[config.mk]
export PLATFORM = sky130hd
export DESIGN_NAME = encoder_commutation_output
export DESIGN_NICKNAME = d
export VERILOG_FILES = /design/src/hdl/angle_window_filter.v /design/src/hdl/encoder_commutation_output.v
export VERILOG_INCLUDE_DIRS = /design/src /design/src/hdl
export SDC_FILE = /design/constraint.sdc
export NUM_CORES = 1
export LEC_CHECK = 0
export BUFFER_PORTS_ARGS = -buffer_cell sky130_fd_sc_hd__buf_2
export CAP_MARGIN = 20
export CORE_ASPECT_RATIO = 0.5
export CORE_MARGIN = 2
export CORE_UTILIZATION = 50
export DETAILED_ROUTE_END_ITERATION = 12
export PLACE_DENSITY = 0.77
export SLEW_MARGIN = 20
export SYNTH_ARGS = -nofsm -noshare
export SYNTH_HDL_FRONTEND = slang
export SYNTH_SLANG_ARGS = --single-unit
[constraint.sdc]
create_clock -name hclk -period 8.4 [get_ports hclk]
set_input_delay 0.84 -clock hclk [delete_from_list [all_inputs] [get_ports hclk]]
set_output_delay 0.84 -clock hclk [all_outputs]
set_load 0.05 [all_outputs]
[src/hdl/enc_consts.vh]
// Purpose: shared offsets, fields, reset values and timing figures
// Assumes: included by the encoder and commutation output logic
// Notes: byte offsets on a 32-bit AHB-Lite register bus
`ifndef ENC_CONSTS_VH
`define ENC_CONSTS_VH

// Clock and startup timing
`define CLK_PERIOD_NS 24'h000005
`define PWRUP_UNDEF_NS 24'h002710
`define DELAY_PHASE_NS 24'h002710

// Register byte offsets
`define ADDR_CTRL 8'h00
`define ADDR_STEP 8'h04
`define ADDR_HYST 8'h08
`define ADDR_STAT 8'h0C
`define ADDR_WANG 8'h10

// Control fields
`define CTRL_POLE_LSB 0
`define CTRL_IDX_LSB 4
`define CTRL_ROUTE_BIT 6
`define CTRL_RES_LSB 8

// Status fields
`define STAT_DIR_BIT 0
`define STAT_CATCH_BIT 1
`define STAT_TRACK_BIT 2
`define STAT_START_BIT 3

// Reset values and limits
`define POLE_RST 4'h0
`define IDX_RST 2'h0
`define RES_RST 4'hC
`define RES_MIN 4'h2
`define RES_MAX 4'hE
`define STEP_RST 16'h0000
`define HYST_RST 6'h00

`endif

[src/hdl/angle_window_filter.v]
// Purpose: angle hysteresis window with moving head and direction flag
// Assumes: angle samples and restart come from the hclk domain
// Notes: output equals the head of the window
`include "enc_consts.vh"

module angle_window_filter (
    // Clock and reset
    input wire clk,
    input wire rst_n,
    // Control
    input wire restart,
    input wire sample,
    input wire [13:0] angle,
    input wire [5:0] width,
    // Result
    output reg [13:0] filt_angle,
    output reg dir
);

    reg fresh_r;
    wire [13:0] delta;
    wire signed [14:0] delta_s;
    wire signed [14:0] width_s;

    // Modular difference, so the window works across the 0/360 seam
    assign delta = angle - filt_angle;
    assign delta_s = {delta[13], delta};
    assign width_s = {9'h000, width};

    always @(posedge clk or negedge rst_n) begin
        if (!rst_n) begin
            filt_angle <= 14'h0000;
            dir <= 1'b0;
            fresh_r <= 1'b1;
        end else if (restart) begin
            dir <= 1'b0;
            fresh_r <= 1'b1;
        end else if (sample) begin
            if (fresh_r) begin
                // Head at first angle, window trails it
                filt_angle <= angle;
                fresh_r <= 1'b0;
            end else if (!dir) begin
                if (delta_s > 15'sh0000) begin
                    filt_angle <= angle;
                end else if (delta_s < -width_s) begin
                    filt_angle <= angle;
                    dir <= 1'b1;
                end
            end else begin
                if (delta_s < 15'sh0000) begin
                    filt_angle <= angle;
                end else if (delta_s > width_s) begin
                    filt_angle <= angle;
                    dir <= 1'b0;
                end
            end
            // Inside the window the head stays put
        end
    end

endmodule

[src/hdl/encoder_commutation_output.v]
// Purpose: quadrature/index encoder and three-phase commutation outputs
// Assumes: angle_in, angle_valid and reinit come from hclk logic
// Notes: registers reached over AHB-Lite, reads take one wait state
`include "enc_consts.vh"

module encoder_commutation_output #(
    parameter [23:0] UNDEF_CYC = `PWRUP_UNDEF_NS / `CLK_PERIOD_NS,
    parameter [23:0] DELAY_CYC = `DELAY_PHASE_NS / `CLK_PERIOD_NS
) (
    // Clock and reset
    input wire hclk,
    input wire hresetn,
    // AHB-Lite slave
    input wire hsel,
    input wire [31:0] haddr,
    input wire [1:0] htrans,
    input wire hwrite,
    input wire [2:0] hsize,
    input wire [31:0] hwdata,
    input wire hready,
    output reg [31:0] hrdata,
    output reg hreadyout,
    output reg hresp,
    // Angle source
    input wire [13:0] angle_in,
    input wire angle_valid,
    input wire reinit,
    // Encoder outputs
    output reg enc_a,
    output reg enc_b,
    output reg enc_i,
    // Commutation outputs
    output reg comm_u,
    output reg comm_v,
    output reg comm_w
);

    ////////////////////////////////////////////////////////////////////
    // Constants and helpers

    localparam [3:0] S_UNDEF = 4'b0001;
    localparam [3:0] S_DELAY = 4'b0010;
    localparam [3:0] S_CATCH = 4'b0100;
    localparam [3:0] S_TRACK = 4'b1000;

    localparam [23:0] UNDEF_LAST = UNDEF_CYC - 24'h000001;
    localparam [23:0] DELAY_LAST = DELAY_CYC - 24'h000001;

    // Keep quadrature resolution in the supported span
    function [3:0] clamp_res;
        input [3:0] n;
        begin
            if (n < `RES_MIN)
                clamp_res = `RES_MIN;
            else if (n > `RES_MAX)
                clamp_res = `RES_MAX;
            else
                clamp_res = n;
        end
    endfunction

    // Mask of valid quadrature state bits for n-bit resolution
    function [13:0] quad_mask;
        input [3:0] n;
        begin
            quad_mask = ~(14'h3FFF << n);
        end
    endfunction

    // Quadrature state count of a 14-bit angle
    function [13:0] quad_pos;
        input [13:0] a;
        input [3:0] n;
        begin
            quad_pos = a >> (4'hE - n);
        end
    endfunction

    ////////////////////////////////////////////////////////////////////
    // Registers

    reg [3:0] pole_r;
    reg [1:0] idxw_r;
    reg route_r;
    reg [3:0] res_r;
    reg [15:0] step_r;
    reg [5:0] hyst_r;

    reg [3:0] state_r;
    reg [23:0] tmr_r;
    reg [13:0] pos_r;
    reg [15:0] scnt_r;
    reg [13:0] raw_r;

    reg wr_pend_r;
    reg [7:0] wr_addr_r;
    reg rd_pend_r;
    reg [7:0] rd_addr_r;
    reg [31:0] rd_mux;

    wire [13:0] filt_angle;
    wire turn_direction_flag;

    ////////////////////////////////////////////////////////////////////
    // Hysteresis window

    angle_window_filter u_filter (
        .clk(hclk),
        .rst_n(hresetn),
        .restart(reinit),
        .sample(angle_valid),
        .angle(angle_in),
        .width(hyst_r),
        .filt_angle(filt_angle),
        .dir(turn_direction_flag)
    );

    ////////////////////////////////////////////////////////////////////
    // AHB-Lite slave

    wire addr_ok;
    wire word_ok;

    assign addr_ok = hsel & htrans[1] & hready;
    // Only whole-word writes are honoured
    assign word_ok = (hsize == 3'h2);

    always @* begin
        rd_mux = 32'h00000000;
        case (rd_addr_r)
            `ADDR_CTRL: begin
                rd_mux[`CTRL_POLE_LSB +: 4] = pole_r;
                rd_mux[`CTRL_IDX_LSB +: 2] = idxw_r;
                rd_mux[`CTRL_ROUTE_BIT] = route_r;
                rd_mux[`CTRL_RES_LSB +: 4] = res_r;
            end
            `ADDR_STEP: begin
                rd_mux[15:0] = step_r;
            end
            `ADDR_HYST: begin
                rd_mux[5:0] = hyst_r;
            end
            `ADDR_STAT: begin
                rd_mux[`STAT_DIR_BIT] = turn_direction_flag;
                rd_mux[`STAT_CATCH_BIT] = (state_r == S_CATCH);
                rd_mux[`STAT_TRACK_BIT] = (state_r == S_TRACK);
                rd_mux[`STAT_START_BIT] = (state_r == S_UNDEF) |
                                          (state_r == S_DELAY);
            end
            `ADDR_WANG: begin
                rd_mux[11:0] = filt_angle[13:2];
            end
            default: begin
                rd_mux = 32'h00000000;
            end
        endcase
    end

    // Reads wait one cycle, so they always see a completed write
    always @(posedge hclk or negedge hresetn) begin
        if (!hresetn) begin
            wr_pend_r <= 1'b0;
            wr_addr_r <= 8'h00;
            rd_pend_r <= 1'b0;
            rd_addr_r <= 8'h00;
            hrdata <= 32'h00000000;
            hreadyout <= 1'b1;
            hresp <= 1'b0;
        end else begin
            hresp <= 1'b0;
            wr_pend_r <= addr_ok & hwrite & word_ok;
            rd_pend_r <= addr_ok & ~hwrite;
            if (addr_ok) begin
                wr_addr_r <= haddr[7:0];
                rd_addr_r <= haddr[7:0];
            end
            if (addr_ok & ~hwrite) begin
                hreadyout <= 1'b0;
            end else begin
                hreadyout <= 1'b1;
            end
            if (rd_pend_r) begin
                hrdata <= rd_mux;
            end
        end
    end

    always @(posedge hclk or negedge hresetn) begin
        if (!hresetn) begin
            pole_r <= `POLE_RST;
            idxw_r <= `IDX_RST;
            route_r <= 1'b0;
            res_r <= `RES_RST;
            step_r <= `STEP_RST;
            hyst_r <= `HYST_RST;
        end else if (wr_pend_r) begin
            case (wr_addr_r)
                `ADDR_CTRL: begin
                    pole_r <= hwdata[`CTRL_POLE_LSB +: 4];
                    idxw_r <= hwdata[`CTRL_IDX_LSB +: 2];
                    route_r <= hwdata[`CTRL_ROUTE_BIT];
                    res_r <= clamp_res(hwdata[`CTRL_RES_LSB +: 4]);
                end
                `ADDR_STEP: begin
                    step_r <= hwdata[15:0];
                end
                `ADDR_HYST: begin
                    hyst_r <= hwdata[5:0];
                end
                default: begin
                    step_r <= step_r;
                end
            endcase
        end
    end

    ////////////////////////////////////////////////////////////////////
    // Angle selection and quadrature stepping

    wire [13:0] sel_angle;
    wire [13:0] mask;
    wire [13:0] target;
    wire [13:0] diff;
    wire [13:0] half;
    wire match;
    wire step_down;
    wire limit_on;
    wire tick;
    wire stepping;

    always @(posedge hclk or negedge hresetn) begin
        if (!hresetn) begin
            raw_r <= 14'h0000;
        end else if (angle_valid) begin
            raw_r <= angle_in;
        end
    end

    // Raw is latched so both sources share one cycle of latency
    assign sel_angle = route_r ? filt_angle : raw_r;
    assign mask = quad_mask(res_r);
    assign target = quad_pos(sel_angle, res_r);
    assign diff = (target - pos_r) & mask;
    assign half = (mask >> 1) + 14'h0001;
    assign match = (diff == 14'h0000);
    assign step_down = |(diff & half);
    assign limit_on = (step_r != 16'h0000);
    assign tick = (scnt_r >= step_r - 16'h0001);
    assign stepping = (state_r == S_CATCH) | (state_r == S_TRACK);

    // Interval timer runs on hclk only, not on the sample rate
    always @(posedge hclk or negedge hresetn) begin
        if (!hresetn) begin
            scnt_r <= 16'h0000;
        end else if (!stepping || !limit_on || tick) begin
            scnt_r <= 16'h0000;
        end else begin
            scnt_r <= scnt_r + 16'h0001;
        end
    end

    ////////////////////////////////////////////////////////////////////
    // Startup sequence

    always @(posedge hclk or negedge hresetn) begin
        if (!hresetn) begin
            state_r <= S_UNDEF;
            tmr_r <= 24'h000000;
            pos_r <= 14'h0000;
        end else if (reinit) begin
            state_r <= S_UNDEF;
            tmr_r <= 24'h000000;
            pos_r <= 14'h0000;
        end else begin
            case (state_r)
                S_UNDEF: begin
                    pos_r <= 14'h0000;
                    if (tmr_r >= UNDEF_LAST) begin
                        tmr_r <= 24'h000000;
                        state_r <= S_DELAY;
                    end else begin
                        tmr_r <= tmr_r + 24'h000001;
                    end
                end
                S_DELAY: begin
                    pos_r <= 14'h0000;
                    if (tmr_r >= DELAY_LAST) begin
                        tmr_r <= 24'h000000;
                        state_r <= S_CATCH;
                    end else begin
                        tmr_r <= tmr_r + 24'h000001;
                    end
                end
                S_CATCH: begin
                    if (!limit_on) begin
                        pos_r <= target;
                        state_r <= S_TRACK;
                    end else if (match) begin
                        state_r <= S_TRACK;
                    end else if (tick) begin
                        if (step_down)
                            pos_r <= (pos_r - 14'h0001) & mask;
                        else
                            pos_r <= (pos_r + 14'h0001) & mask;
                    end
                end
                S_TRACK: begin
                    if (!limit_on) begin
                        pos_r <= target;
                    end else if (!match && tick) begin
                        if (step_down)
                            pos_r <= (pos_r - 14'h0001) & mask;
                        else
                            pos_r <= (pos_r + 14'h0001) & mask;
                    end
                end
                default: begin
                    state_r <= S_UNDEF;
                    tmr_r <= 24'h000000;
                end
            endcase
        end
    end

    ////////////////////////////////////////////////////////////////////
    // Commutation decode

    wire [18:0] elec_full;
    wire [13:0] elec;
    wire [16:0] sect_full;
    wire [2:0] sector;

    // Pole count is selector plus one
    assign elec_full = sel_angle * ({1'b0, pole_r} + 5'h01);
    assign elec = elec_full[13:0];
    assign sect_full = elec * 3'h6;
    assign sector = sect_full[16:14];

    ////////////////////////////////////////////////////////////////////
    // Output flops

    always @(posedge hclk or negedge hresetn) begin
        if (!hresetn) begin
            enc_a <= 1'b0;
            enc_b <= 1'b0;
            enc_i <= 1'b0;
            comm_u <= 1'b0;
            comm_v <= 1'b0;
            comm_w <= 1'b0;
        end else if (state_r == S_UNDEF) begin
            // Driven low; receiver must ignore them here
            enc_a <= 1'b0;
            enc_b <= 1'b0;
            enc_i <= 1'b0;
            comm_u <= 1'b0;
            comm_v <= 1'b0;
            comm_w <= 1'b0;
        end else begin
            enc_a <= pos_r[1];
            enc_b <= pos_r[1] ^ pos_r[0];
            // Index spans one to four states from zero
            enc_i <= (pos_r <= {12'h000, idxw_r});
            comm_u <= (sector < 3'h3);
            comm_v <= (sector >= 3'h2) & (sector < 3'h5);
            comm_w <= (sector >= 3'h4) | (sector == 3'h0);
        end
    end

endmodule

Word-level counts from Yosys, hierarchy flattened
Index checks and enable logic that the tools add are counted.

cells by class
  add/sub/neg operators = 11
  $mul = 2
  shift-type cells = 2
  equality and inequality tests = 19
  bitwise logic cells = 17
  mux-type cells = 50
  div/mod/pow operators = 0
  $lt $le $gt $ge = 13
  reduce and logical (&&, ||, !) cells = 23

operators with widths
  cell                                                                     count
  14-bit 2-to-1 mux                                                        14
  14-bit bitwise AND                                                       4
  24-bit 2-to-1 mux                                                        2
  24-bit one-hot mux with 2 select lines                                   1
  14-bit one-hot mux with 3 select lines                                   1
  4-bit 2-to-1 mux                                                         8
  14-bit subtractor                                                        2
  24-bit by 1-bit adder with 24-bit output, second input constant          1
  24-bit by 11-bit >= comparator with 1-bit output, second input constant  1
  4-bit one-hot mux with 5 select lines                                    1
  1-bit 2-to-1 mux                                                         17
  16-bit by 1-bit adder with 16-bit output, second input constant          1
  8-bit by 4-bit equality test with 1-bit output, second input constant    2
  16-bit >= comparator                                                     1
  14-bit by 2-bit multiplier with 16-bit output, second input constant     1
  16-bit 2-to-1 mux                                                        1
  4-bit inequality test, second input constant                             4
  4-bit one-hot mux with 4 select lines                                    1
  16-bit nonzero test                                                      1
  16-bit by 1-bit subtractor with 16-bit output, second input constant     1
  14-bit by 15-bit less-than comparator with 1-bit output                  1
  6-bit negator with 15-bit output                                         1
  13-bit by 1-bit adder with 14-bit output, second input constant          1
  14-bit by 1-bit adder with 14-bit output, second input constant          1
  other kinds (49)                                                         68

word-level totals
  bits of input ports = 90
  memories = 0
  memory bits (read-only) = 0
  RAM bits = 0
  output and inout port bits = 40
  flip-flop bits (word level) = 154
  latch bits = 0
  word-level logic and storage cells = 162

Logic depth before layout (Yosys ltp)
Gate-level depths: netlist of the first run.

  depth after elaboration = 12
  mapped depth = 34

Modules after synthesis
From an unflattened synthesis of the first run, not the netlist that was laid out.

unflattened totals
  cell total of the unflattened synthesis = 1,507
  area total of the unflattened synthesis = 13,269.0 µm²

modules (own cells, without submodules)
  module                      area each (µm²)  cells an instance  instances  sequential area each (µm²)
  encoder_commutation_output  11,182.0         1,267              1          3,458.3
  angle_window_filter         2,087.0          240                1          401.6

Worst setup path after synthesis of the first run
No wires, ideal clock.

  path kind = reg2reg
  start point = register res_r[1]
  end point = register pos_r[12]
  buffers on the path = 2
  period minus slack after synthesis = 6.963 ns
  arrival time = 6.830 ns
  data required time = 8.267 ns
  stages on the path, launching flop included = 32
  path slack = 1.437 ns
  library setup time = 0.133 ns
  cells stage by stage = dfrtp_1 > clkbuf_1 > inv_1 > ha_1 > inv_1 > clkbuf_1 > nand2_1 > and3_1 > a311o_1 > o211ai_1 > o31ai_1 > ha_1 > nor2b_1 > o2111ai_1 > nand4b_1 > a2111oi_0 > nor4_1 > o21ai_0 > nand3b_1 > or4_1 > fa_1 > a21o_1 > a21oi_1 > o21bai_1 > a211oi_1 > o311ai_0 > a21o_1 > a21oi_1 > xor2_1 > nor4_1 > a21oi_1 > o21ai_0

on the way
  longest elaborated chain between the ends = 12
  elaborated cells between the ends (all ways) = 25
  those cells by class = 3 x add/sub; 2 x eq/ne; 2 x shift; 8 x mux; 5 x bitwise; 5 x reduce/logical

RTL lines
  what                                            line                                                                text
  start: declaration                              encoder_commutation_output.v:85                                     reg [3:0] res_r;
  start signal: assignment                        encoder_commutation_output.v:193                                    res_r <= `RES_RST;
  start signal: assignment                        encoder_commutation_output.v:202                                    res_r <= clamp_res(hwdata[`CTRL_RES_LSB +: 4]);
  4-bit subtractor                                encoder_commutation_output.v:75                                     quad_pos = a >> (4'hE - n);
  14-bit by 4-bit right shift with 14-bit output  encoder_commutation_output.v:75
  14-bit subtractor                               encoder_commutation_output.v:243                                    assign diff = (target - pos_r) & mask;
  14-bit bitwise AND                              encoder_commutation_output.v:243
  14-bit bitwise AND                              encoder_commutation_output.v:246                                    assign step_down = |(diff & half);
  14-bit OR reduction                             encoder_commutation_output.v:246
  14-bit 2-to-1 mux                               encoder_commutation_output.v:301, encoder_commutation_output.v:311
  14-bit 2-to-1 mux                               encoder_commutation_output.v:300                                    end else if (tick) begin
  14-bit 2-to-1 mux                               encoder_commutation_output.v:298                                    end else if (match) begin
  14-bit 2-to-1 mux                               encoder_commutation_output.v:295                                    if (!limit_on) begin
  14-bit one-hot mux with 3 select lines          encoder_commutation_output.v:275                                    case (state_r)
  14-bit 2-to-1 mux                               encoder_commutation_output.v:270                                    end else if (reinit) begin
  end signal: assignment                          encoder_commutation_output.v:296                                    pos_r <= target;
  end signal: assignment                          encoder_commutation_output.v:302                                    pos_r <= (pos_r - 14'h0001) & mask;
  end signal: assignment                          encoder_commutation_output.v:304                                    pos_r <= (pos_r + 14'h0001) & mask;
  end: declaration                                encoder_commutation_output.v:91                                     reg [13:0] pos_r;

Parallel ways exist; a longest one is shown, timed or not. The select of a mux whose other input is x is not followed.
A chain may end at the register's enable or synchronous reset.

Worst setup path after layout of the first run
  start point = register route_r
  end point = register pos_r[12]

on the way
  longest elaborated chain between the ends = 12
  elaborated cells between the ends (all ways) = 20
  those cells by class = 1 x add/sub; 2 x eq/ne; 1 x shift; 9 x mux; 2 x bitwise; 5 x reduce/logical

RTL lines
  what                                              line                                                                text
  start: declaration                                encoder_commutation_output.v:84                                     reg route_r;
  start signal: assignment                          encoder_commutation_output.v:201                                    route_r <= hwdata[`CTRL_ROUTE_BIT];
  14-bit 2-to-1 mux *                               encoder_commutation_output.v:240                                    assign sel_angle = route_r ? filt_angle : raw_r;
  14-bit by 4-bit right shift with 14-bit output *  encoder_commutation_output.v:75
  14-bit subtractor                                 encoder_commutation_output.v:243
  14-bit bitwise AND                                encoder_commutation_output.v:243
  14-bit bitwise AND                                encoder_commutation_output.v:246
  14-bit OR reduction                               encoder_commutation_output.v:246
  14-bit 2-to-1 mux                                 encoder_commutation_output.v:301, encoder_commutation_output.v:311
  14-bit 2-to-1 mux                                 encoder_commutation_output.v:300
  14-bit 2-to-1 mux                                 encoder_commutation_output.v:298
  14-bit 2-to-1 mux                                 encoder_commutation_output.v:295
  14-bit one-hot mux with 3 select lines            encoder_commutation_output.v:275
  14-bit 2-to-1 mux                                 encoder_commutation_output.v:270

Mark *: on every way between the ends. The rest lies on a longest branch, timed or not. The select of a mux whose other input is x is not followed.

==> impl_metrics.tcl, run 1 <==
set metrics [dict create \
    run_status "finished clean" \
    cap_violations 0 \
    setup_viol_count_final 0 \
    startpoint_type "register" \
    clock_sinks 154 \
    drtIter0Drc 1106 \
    tritoncts "built" \
    synth_largest_type_area_fraction_pct 28.31 \
    clock_insertion_delay_worst_skew_ps 440 \
    endpoint_kind "register" \
    crit_path_frequent_cell "sky130_fd_sc_hd__a21oi_1" \
    tightestPinTransition_ps 1127 \
    synthesized_area_per_cell_um2 8.852 \
    dp_slack_ps 945.3 \
    cts_resized 0 \
    clockBufferDepth 2 \
    detail-route-antenna-nets 0 \
    totalNegativeSetupSlack_ps 0 \
    wl_per_cell_um 16.90 \
    post-route-worst-setup-slack_ps 792.8 \
    die_area_um2 27740 \
    finalNetCount 1787 \
    synth_warnings 0 \
    layout-area-overhead-vs-synth_pct 9.699 \
    grt_overflow_total 0 \
    critical-path-slowest-cell "sky130_fd_sc_hd__dfrtp_1" \
    drc 0 \
    gr-usage-all-layers_pct 24.04 \
    timing.reg2reg.worst_path_depth 28 \
    clkSlewWorstSetupHoldPaths_ps 70 \
    synth_area_leaders "sky130_fd_sc_hd__dfrtp_1 (28%), sky130_fd_sc_hd__ha_1 (11%), sky130_fd_sc_hd__mux2_2 (5.5%)" \
    synth.most_common_cell "sky130_fd_sc_hd__dfrtp_1" \
    count_of_pins_on_the_block_boundary 130 \
    ys_types 87 \
    cp_slowest_stage_delay_ps 910 \
    first_global_vias 10471 \
    core_region_area_um2 25550 \
    initial_antenna_violation_count 0 \
    grt_first_pass_wirelength_um 53430 \
    cts_hold_buf 0 \
    fraction_of_final_layout_cells_sized_beyond_drive_strength_1_pct 15.79 \
    floorplan.rows 41 \
    netlist_instances 1488 \
    fmax_mhz 131.5 \
    final_hold_viol_count 0 \
    path_max_fanout 17 \
    gp_routability_congestion 0.9234 \
    unrepaired_setup_endpoints_after_global_routing "no" \
    worst_ep_arrival_time_ps 7900 \
    antenna_cells_inserted 0 \
    slew_viol_final 0 \
    synthFlopType "sky130_fd_sc_hd__dfrtp_1" \
    fillerInstances 2307 \
    mappedNetlistArea_um2 13170 \
    ys_seq_area_share_pct 29.31 \
    die_h_um 118.8 \
    ff2ff_setup_slack_ps 790 \
    post_drt_via_cell_ratio 5.768 \
    route.vias.total 11006 \
    maximum_number_of_pins_on_one_net_before_global_route_repair 79 \
    drtPass1Iterations 6 \
    finClkSkew_ps 11.65 \
    synth_area_leader_cell "sky130_fd_sc_hd__dfrtp_1" \
    floorplan.initialDensity_pct 51.56 \
    period_minus_slack_ps 7607 \
    detailed_place_hpwl_um 24480 \
    routed_wl_um 32250 \
    synth_edf_count 0 \
    worst_supply_voltage_drop_on_vdd_uv 316.2 \
    worst-setup-path-type "reg2reg" \
    min_delay_worst_type "in2async" \
    cts_made_buffers 17 \
    root_buffer "sky130_fd_sc_hd__clkbuf_16" \
    timing.max_slew.rel_slack_pct 24.86 \
    cellPowerDensity_nw_per_um2 273.1 \
    asyncSetResetFlopFracSynth_pct 100.0 \
    numPortBuffers 71 \
    clock_tree.htree_level_count 4 \
    p_leak_uw 0.006697 \
    ys_seq_elements 154 \
    cts_setup_buffers 0 \
    synthTopCellsByCount "sky130_fd_sc_hd__dfrtp_1 (149), sky130_fd_sc_hd__nor2_1 (146), sky130_fd_sc_hd__inv_1 (124)" \
    data_required_time_at_the_worst_endpoint_ps 8690 \
    final.period_utilization_pct 90.56 \
    die_w_um 233.5 \
]
## registers in the layout, summed over array words and instances, names as in the netlist, 2 cells and up
signal               flops
step_r                  16
hyst_r                   6
idxw_r                   2
pos_r                   14
state_r                  4
scnt_r                  16
hrdata                  16
tmr_r                   24
raw_r                   14
rd_addr_r                8
u_filter.filt_angle     14
pole_r                   4
res_r                    4
## stage by stage
stage	area (um2)	power [uW]	utilization, %	std cells	hold WS [ps]
floorplan	13230	2720	-	1504	454.5
detailed placement	13880	3193	54.32	1876	484.9
global route	14450	4324	56.56	1908	477.1
global placement	13880	3131	54.32	1876	470.2
finish	14450	3946	56.56	1908	416.3
CTS	14440	3958	56.53	1908	440.6
## power by group
| part | total (uW) | internal [uW] | switching (uW) |
|---|---|---|---|
| registers | 894 | 812 | 81.4 |
| clock network | 748 | 405 | 343 |
| logic | 2300 | 1000 | 1300 |
## area by class of cell
class	count	area [um2]	area share, %
inverters	125	469.2	3.247
clock buffers	20	456.7	3.161
repair buffers	94	538.0	3.724
flip-flops and latches	154	3860	26.71
multi-input cells	1159	8586	59.42
clock inverters	12	108.9	0.7534
well taps	344	430.4	2.979
## path summary, 6_finish.rpt
kind                               from           end
min                             hresetn     hrdata[0]
min in group hclk          rd_addr_r[6]  rd_addr_r[6]
max                             route_r     pos_r[12]
max in group asynchronous       hresetn     step_r[5]
max reg2reg                     route_r     pos_r[12]
min reg2reg                rd_addr_r[6]  rd_addr_r[6]
## critical path, delay by kind of cell (launching register included)
| kind | cells | cell delay (ps) |
|---|---|---|
| flops | 1 | 910 |
| compound gates | 16 | 3480 |
| mux | 1 | 560 |
| simple gates | 7 | 1390 |
| xor+xnor | 1 | 190 |
| fa+ha+maj | 3 | 930 |
## kinds of logic after synthesis
family,synth area share [%]
multiplexers,8.435
other,0.02847
adder cells (fa/ha/maj),15.84
flip-flops,29.31
AO/OA/AOI/OAI,15.76
buffers and inverters,6.032
XOR/XNOR,6.051
AND/OR/NAND/NOR,18.54
## layout by cell type (no fill, tap or decap), types with 44 or more instances in the layout
master / instances
sky130_fd_sc_hd__dfrtp_1: 149
sky130_fd_sc_hd__nor2_1: 146
sky130_fd_sc_hd__inv_1: 124
sky130_fd_sc_hd__ha_1: 114
sky130_fd_sc_hd__nand2_1: 109
sky130_fd_sc_hd__a21oi_1: 89
sky130_fd_sc_hd__buf_2: 70
sky130_fd_sc_hd__mux2_2: 64
sky130_fd_sc_hd__xnor2_1: 60
sky130_fd_sc_hd__o21ai_0: 60
sky130_fd_sc_hd__nand3_1: 44
## layer usage
metal | global-route usage (%) | up-vias | share of wire (%)
met5 | 0 | - | 0
met4 | 6.250 | 0 | 1.3
met3 | 3.620 | 31 | 5.6
met2 | 37.54 | 280 | 45
met1 | 34.75 | 5358 | 48
li1 | - | 5337 | -
(Power assumes the default switching activity.)
==> inputs of run 2 (changes only) <==
- SYNTH_HIERARCHICAL: unset -> 1
==> run 2 against run 1 <==
  * Register-to-register slack is essentially flat
  * Setup slack lost 2.2 ps
  * Non-clock buffer count shrank 5
  * Via count grew 1.2%
  * Utilization shrank 0.98 points
  * Critical path depth grew 1
  * Global-route usage shrank 0.28 points
  * Worst hold slack lost 8.3 ps
  * Final area grew 1.1%
  * Clock skew grew 1.5 ps
  * Die area grew 0.72%
  * Highest routed layer unchanged
==> impl_metrics.tcl, run 2 <==
set metrics [dict create \
    final.period_utilization_pct 90.59 \
    clock_insertion_delay_worst_skew_ps 460 \
    post-layout-total-power_uw 3640 \
    gr-usage-all-layers_pct 23.77 \
    slew_viol_final 0 \
    synth_area_leader_cell "sky130_fd_sc_hd__dfrtp_1" \
    synthesized_area_per_cell_um2 8.805 \
    mostFrequentLayoutCells "sky130_fd_sc_hd__dfrtp_1 (149), sky130_fd_sc_hd__nor2_1 (144), sky130_fd_sc_hd__inv_1 (126)" \
    netlist_instances 1507 \
    synth_warnings 6 \
    detailed_place_hpwl_um 24400 \
    maximum_number_of_pins_on_one_net_before_global_route_repair 86 \
    cap_violations 0 \
    synth_largest_type_area_fraction_pct 28.10 \
    first_global_vias 10422 \
    core_region_area_um2 26280 \
    root_buffer "sky130_fd_sc_hd__clkbuf_16" \
    finalNetCount 1800 \
    worst-setup-path-type "reg2reg" \
    path_max_fanout 15 \
    fmax_mhz 131.4 \
    gp_routability_congestion 0.9230 \
    floorplan.rows 42 \
    setup_viol_count_final 0 \
    die_h_um 119.2 \
    layout-area-overhead-vs-synth_pct 10.06 \
    ys_seq_area_share_pct 29.09 \
    min_delay_worst_type "in2async" \
    top_register "tmr_r" \
    drtIter0Drc 851 \
    clock_sinks 154 \
    tightestPinTransition_ps 1093 \
    count_of_pins_on_the_block_boundary 130 \
    endpoint_kind "register" \
    initial_antenna_violation_count 0 \
    critical-path-slowest-cell "sky130_fd_sc_hd__ha_1" \
    synthFlopType "sky130_fd_sc_hd__dfrtp_1" \
    clockBufferDepth 2 \
    mappedNetlistArea_um2 13270 \
    antenna_cells_inserted 0 \
    drc 0 \
    period_minus_slack_ps 7609 \
    numPortBuffers 71 \
    floorplan.initialDensity_pct 50.50 \
    data_required_time_at_the_worst_endpoint_ps 8740 \
    routed_wl_um 32200 \
    startpoint_type "register" \
    ys_seq_elements 154 \
    timing.max_slew.rel_slack_pct 27.15 \
    cts_setup_buffers 0 \
    p_leak_uw 0.006822 \
    worst_ep_arrival_time_ps 7950 \
    synthTopCellsByCount "sky130_fd_sc_hd__dfrtp_1 (149), sky130_fd_sc_hd__nor2_1 (145), sky130_fd_sc_hd__inv_1 (126)" \
    totalNegativeSetupSlack_ps 0 \
    drtPass1Iterations 5 \
    cts_made_buffers 17 \
    fillerInstances 2378 \
    wl_per_cell_um 16.67 \
    cp_slowest_stage_delay_ps 470 \
    run_status "finished clean" \
    post_drt_via_cell_ratio 5.767 \
    clock_tree.htree_level_count 4 \
    final_hold_viol_count 0 \
    synth_edf_count 0 \
    synth_area_leaders "sky130_fd_sc_hd__dfrtp_1 (28%), sky130_fd_sc_hd__ha_1 (11%), sky130_fd_sc_hd__mux2_2 (4.9%)" \
    die_area_um2 27940 \
    timing.reg2reg.worst_path_depth 29 \
    clkSlewWorstSetupHoldPaths_ps 70 \
    largest_register_ffs 24 \
    final_core_area_utilization_pct 55.58 \
    grt_first_pass_wirelength_um 52750 \
    detail-route-antenna-nets 0 \
    cellPowerDensity_nw_per_um2 249.2 \
    asyncSetResetFlopFracSynth_pct 100.0 \
    die_w_um 234.4 \
    tritoncts "built" \
    cts_resized 0 \
    ys_types 94 \
    layout_commonest_cell "sky130_fd_sc_hd__dfrtp_1" \
    fraction_of_final_layout_cells_sized_beyond_drive_strength_1_pct 14.88 \
    grt_overflow_total 0 \
    cts_hold_buf 0 \
    synth.most_common_cell "sky130_fd_sc_hd__dfrtp_1" \
    route.vias.total 11137 \
    worst_supply_voltage_drop_on_vdd_uv 118.0 \
    unrepaired_setup_endpoints_after_global_routing "no" \
    finClkSkew_ps 13.12 \
]
[run 2: cell families (layout without fill, tap and decap cells)]
family / after synthesis / after routing / synth area share, %
AOI/OAI and AO/OA: 320 / 320 / 16.03
xor gates and xnor gates: 80 / 80 / 5.281
adders and majority gates: 144 / 144 / 15.39
buffers and inverters: 193 / 249 / 6.054
DFF: 154 / 154 / 29.09
muxes: 108 / 108 / 9.109
other: 1 / 17 / 0.02826
and+or+nand+nor: 507 / 507 / 19.02
[run 2: path summary, 6_finish.rpt]
path	startpoint	slack, ps	endpoint
setup reg to reg	res_r[0]	790	pos_r[13]
min in group hclk	tmr_r[8]	480	tmr_r[8]
hold / removal	hresetn	410	scnt_r[3]
hold reg to reg	tmr_r[8]	480	tmr_r[8]
setup / recovery	res_r[0]	790	pos_r[13]
max in group asynchronous	hresetn	6620	u_filter/filt_angle[0]
[run 2: worst max-delay path, delay by kind of cell, from the launching register on]
kind / cells / cell delay, ps
AO/OA/AOI/OAI: 13 / 3540
XOR/XNOR: 1 / 270
adder cells (fa/ha/maj): 3 / 1100
buffers and inverters: 4 / 1040
flip-flops: 1 / 370
multiplexers: 3 / 610
AND/OR/NAND/NOR: 5 / 550
[run 2: where the power goes]
group	switching [uW]	leakage [uW]	internal, uW	total, uW
combinational	1130	0.00453	786	1920
sequential	61.2	0.00198	799	860
clock	354	0.000317	509	863
total	1550	0.00682	2090	3640
[run 2: area by class of cell]
| type | count | area (um2) | area share [%] |
|---|---|---|---|
| timing repair buffer | 89 | 496.7 | 3.401 |
| inverter | 128 | 480.5 | 3.290 |
| clock buffer | 17 | 425.4 | 2.913 |
| clock inverter | 15 | 221.5 | 1.516 |
| tap | 352 | 440.4 | 3.016 |
| sequential | 154 | 3860 | 26.43 |
| multi-input combinational | 1176 | 8680 | 59.43 |
[run 2: stage by stage]
stage                     hold slack [ps]  setup slack (ps)  area [um2]  cells
after floorplan                     437.1              1468       13330   1523
final                               408.1             790.5       14600   1931
after global routing                488.3             171.1       14600   1931
after CTS                           464.5             883.4       14600   1931
after detailed placement            468.3             932.1       13950   1899
after global placement              459.7             960.8       13940   1899
[run 2: per-layer routing]
layer / up-vias / routed length (um) / track usage [%]
li1: 5396 / - / -
met1: 5359 / 15450 / 33.99
met2: 322 / 14150 / 36.26
met3: 60 / 1756 / 4.191
met4: 0 / 834 / 8.176
met5: - / 0 / 0
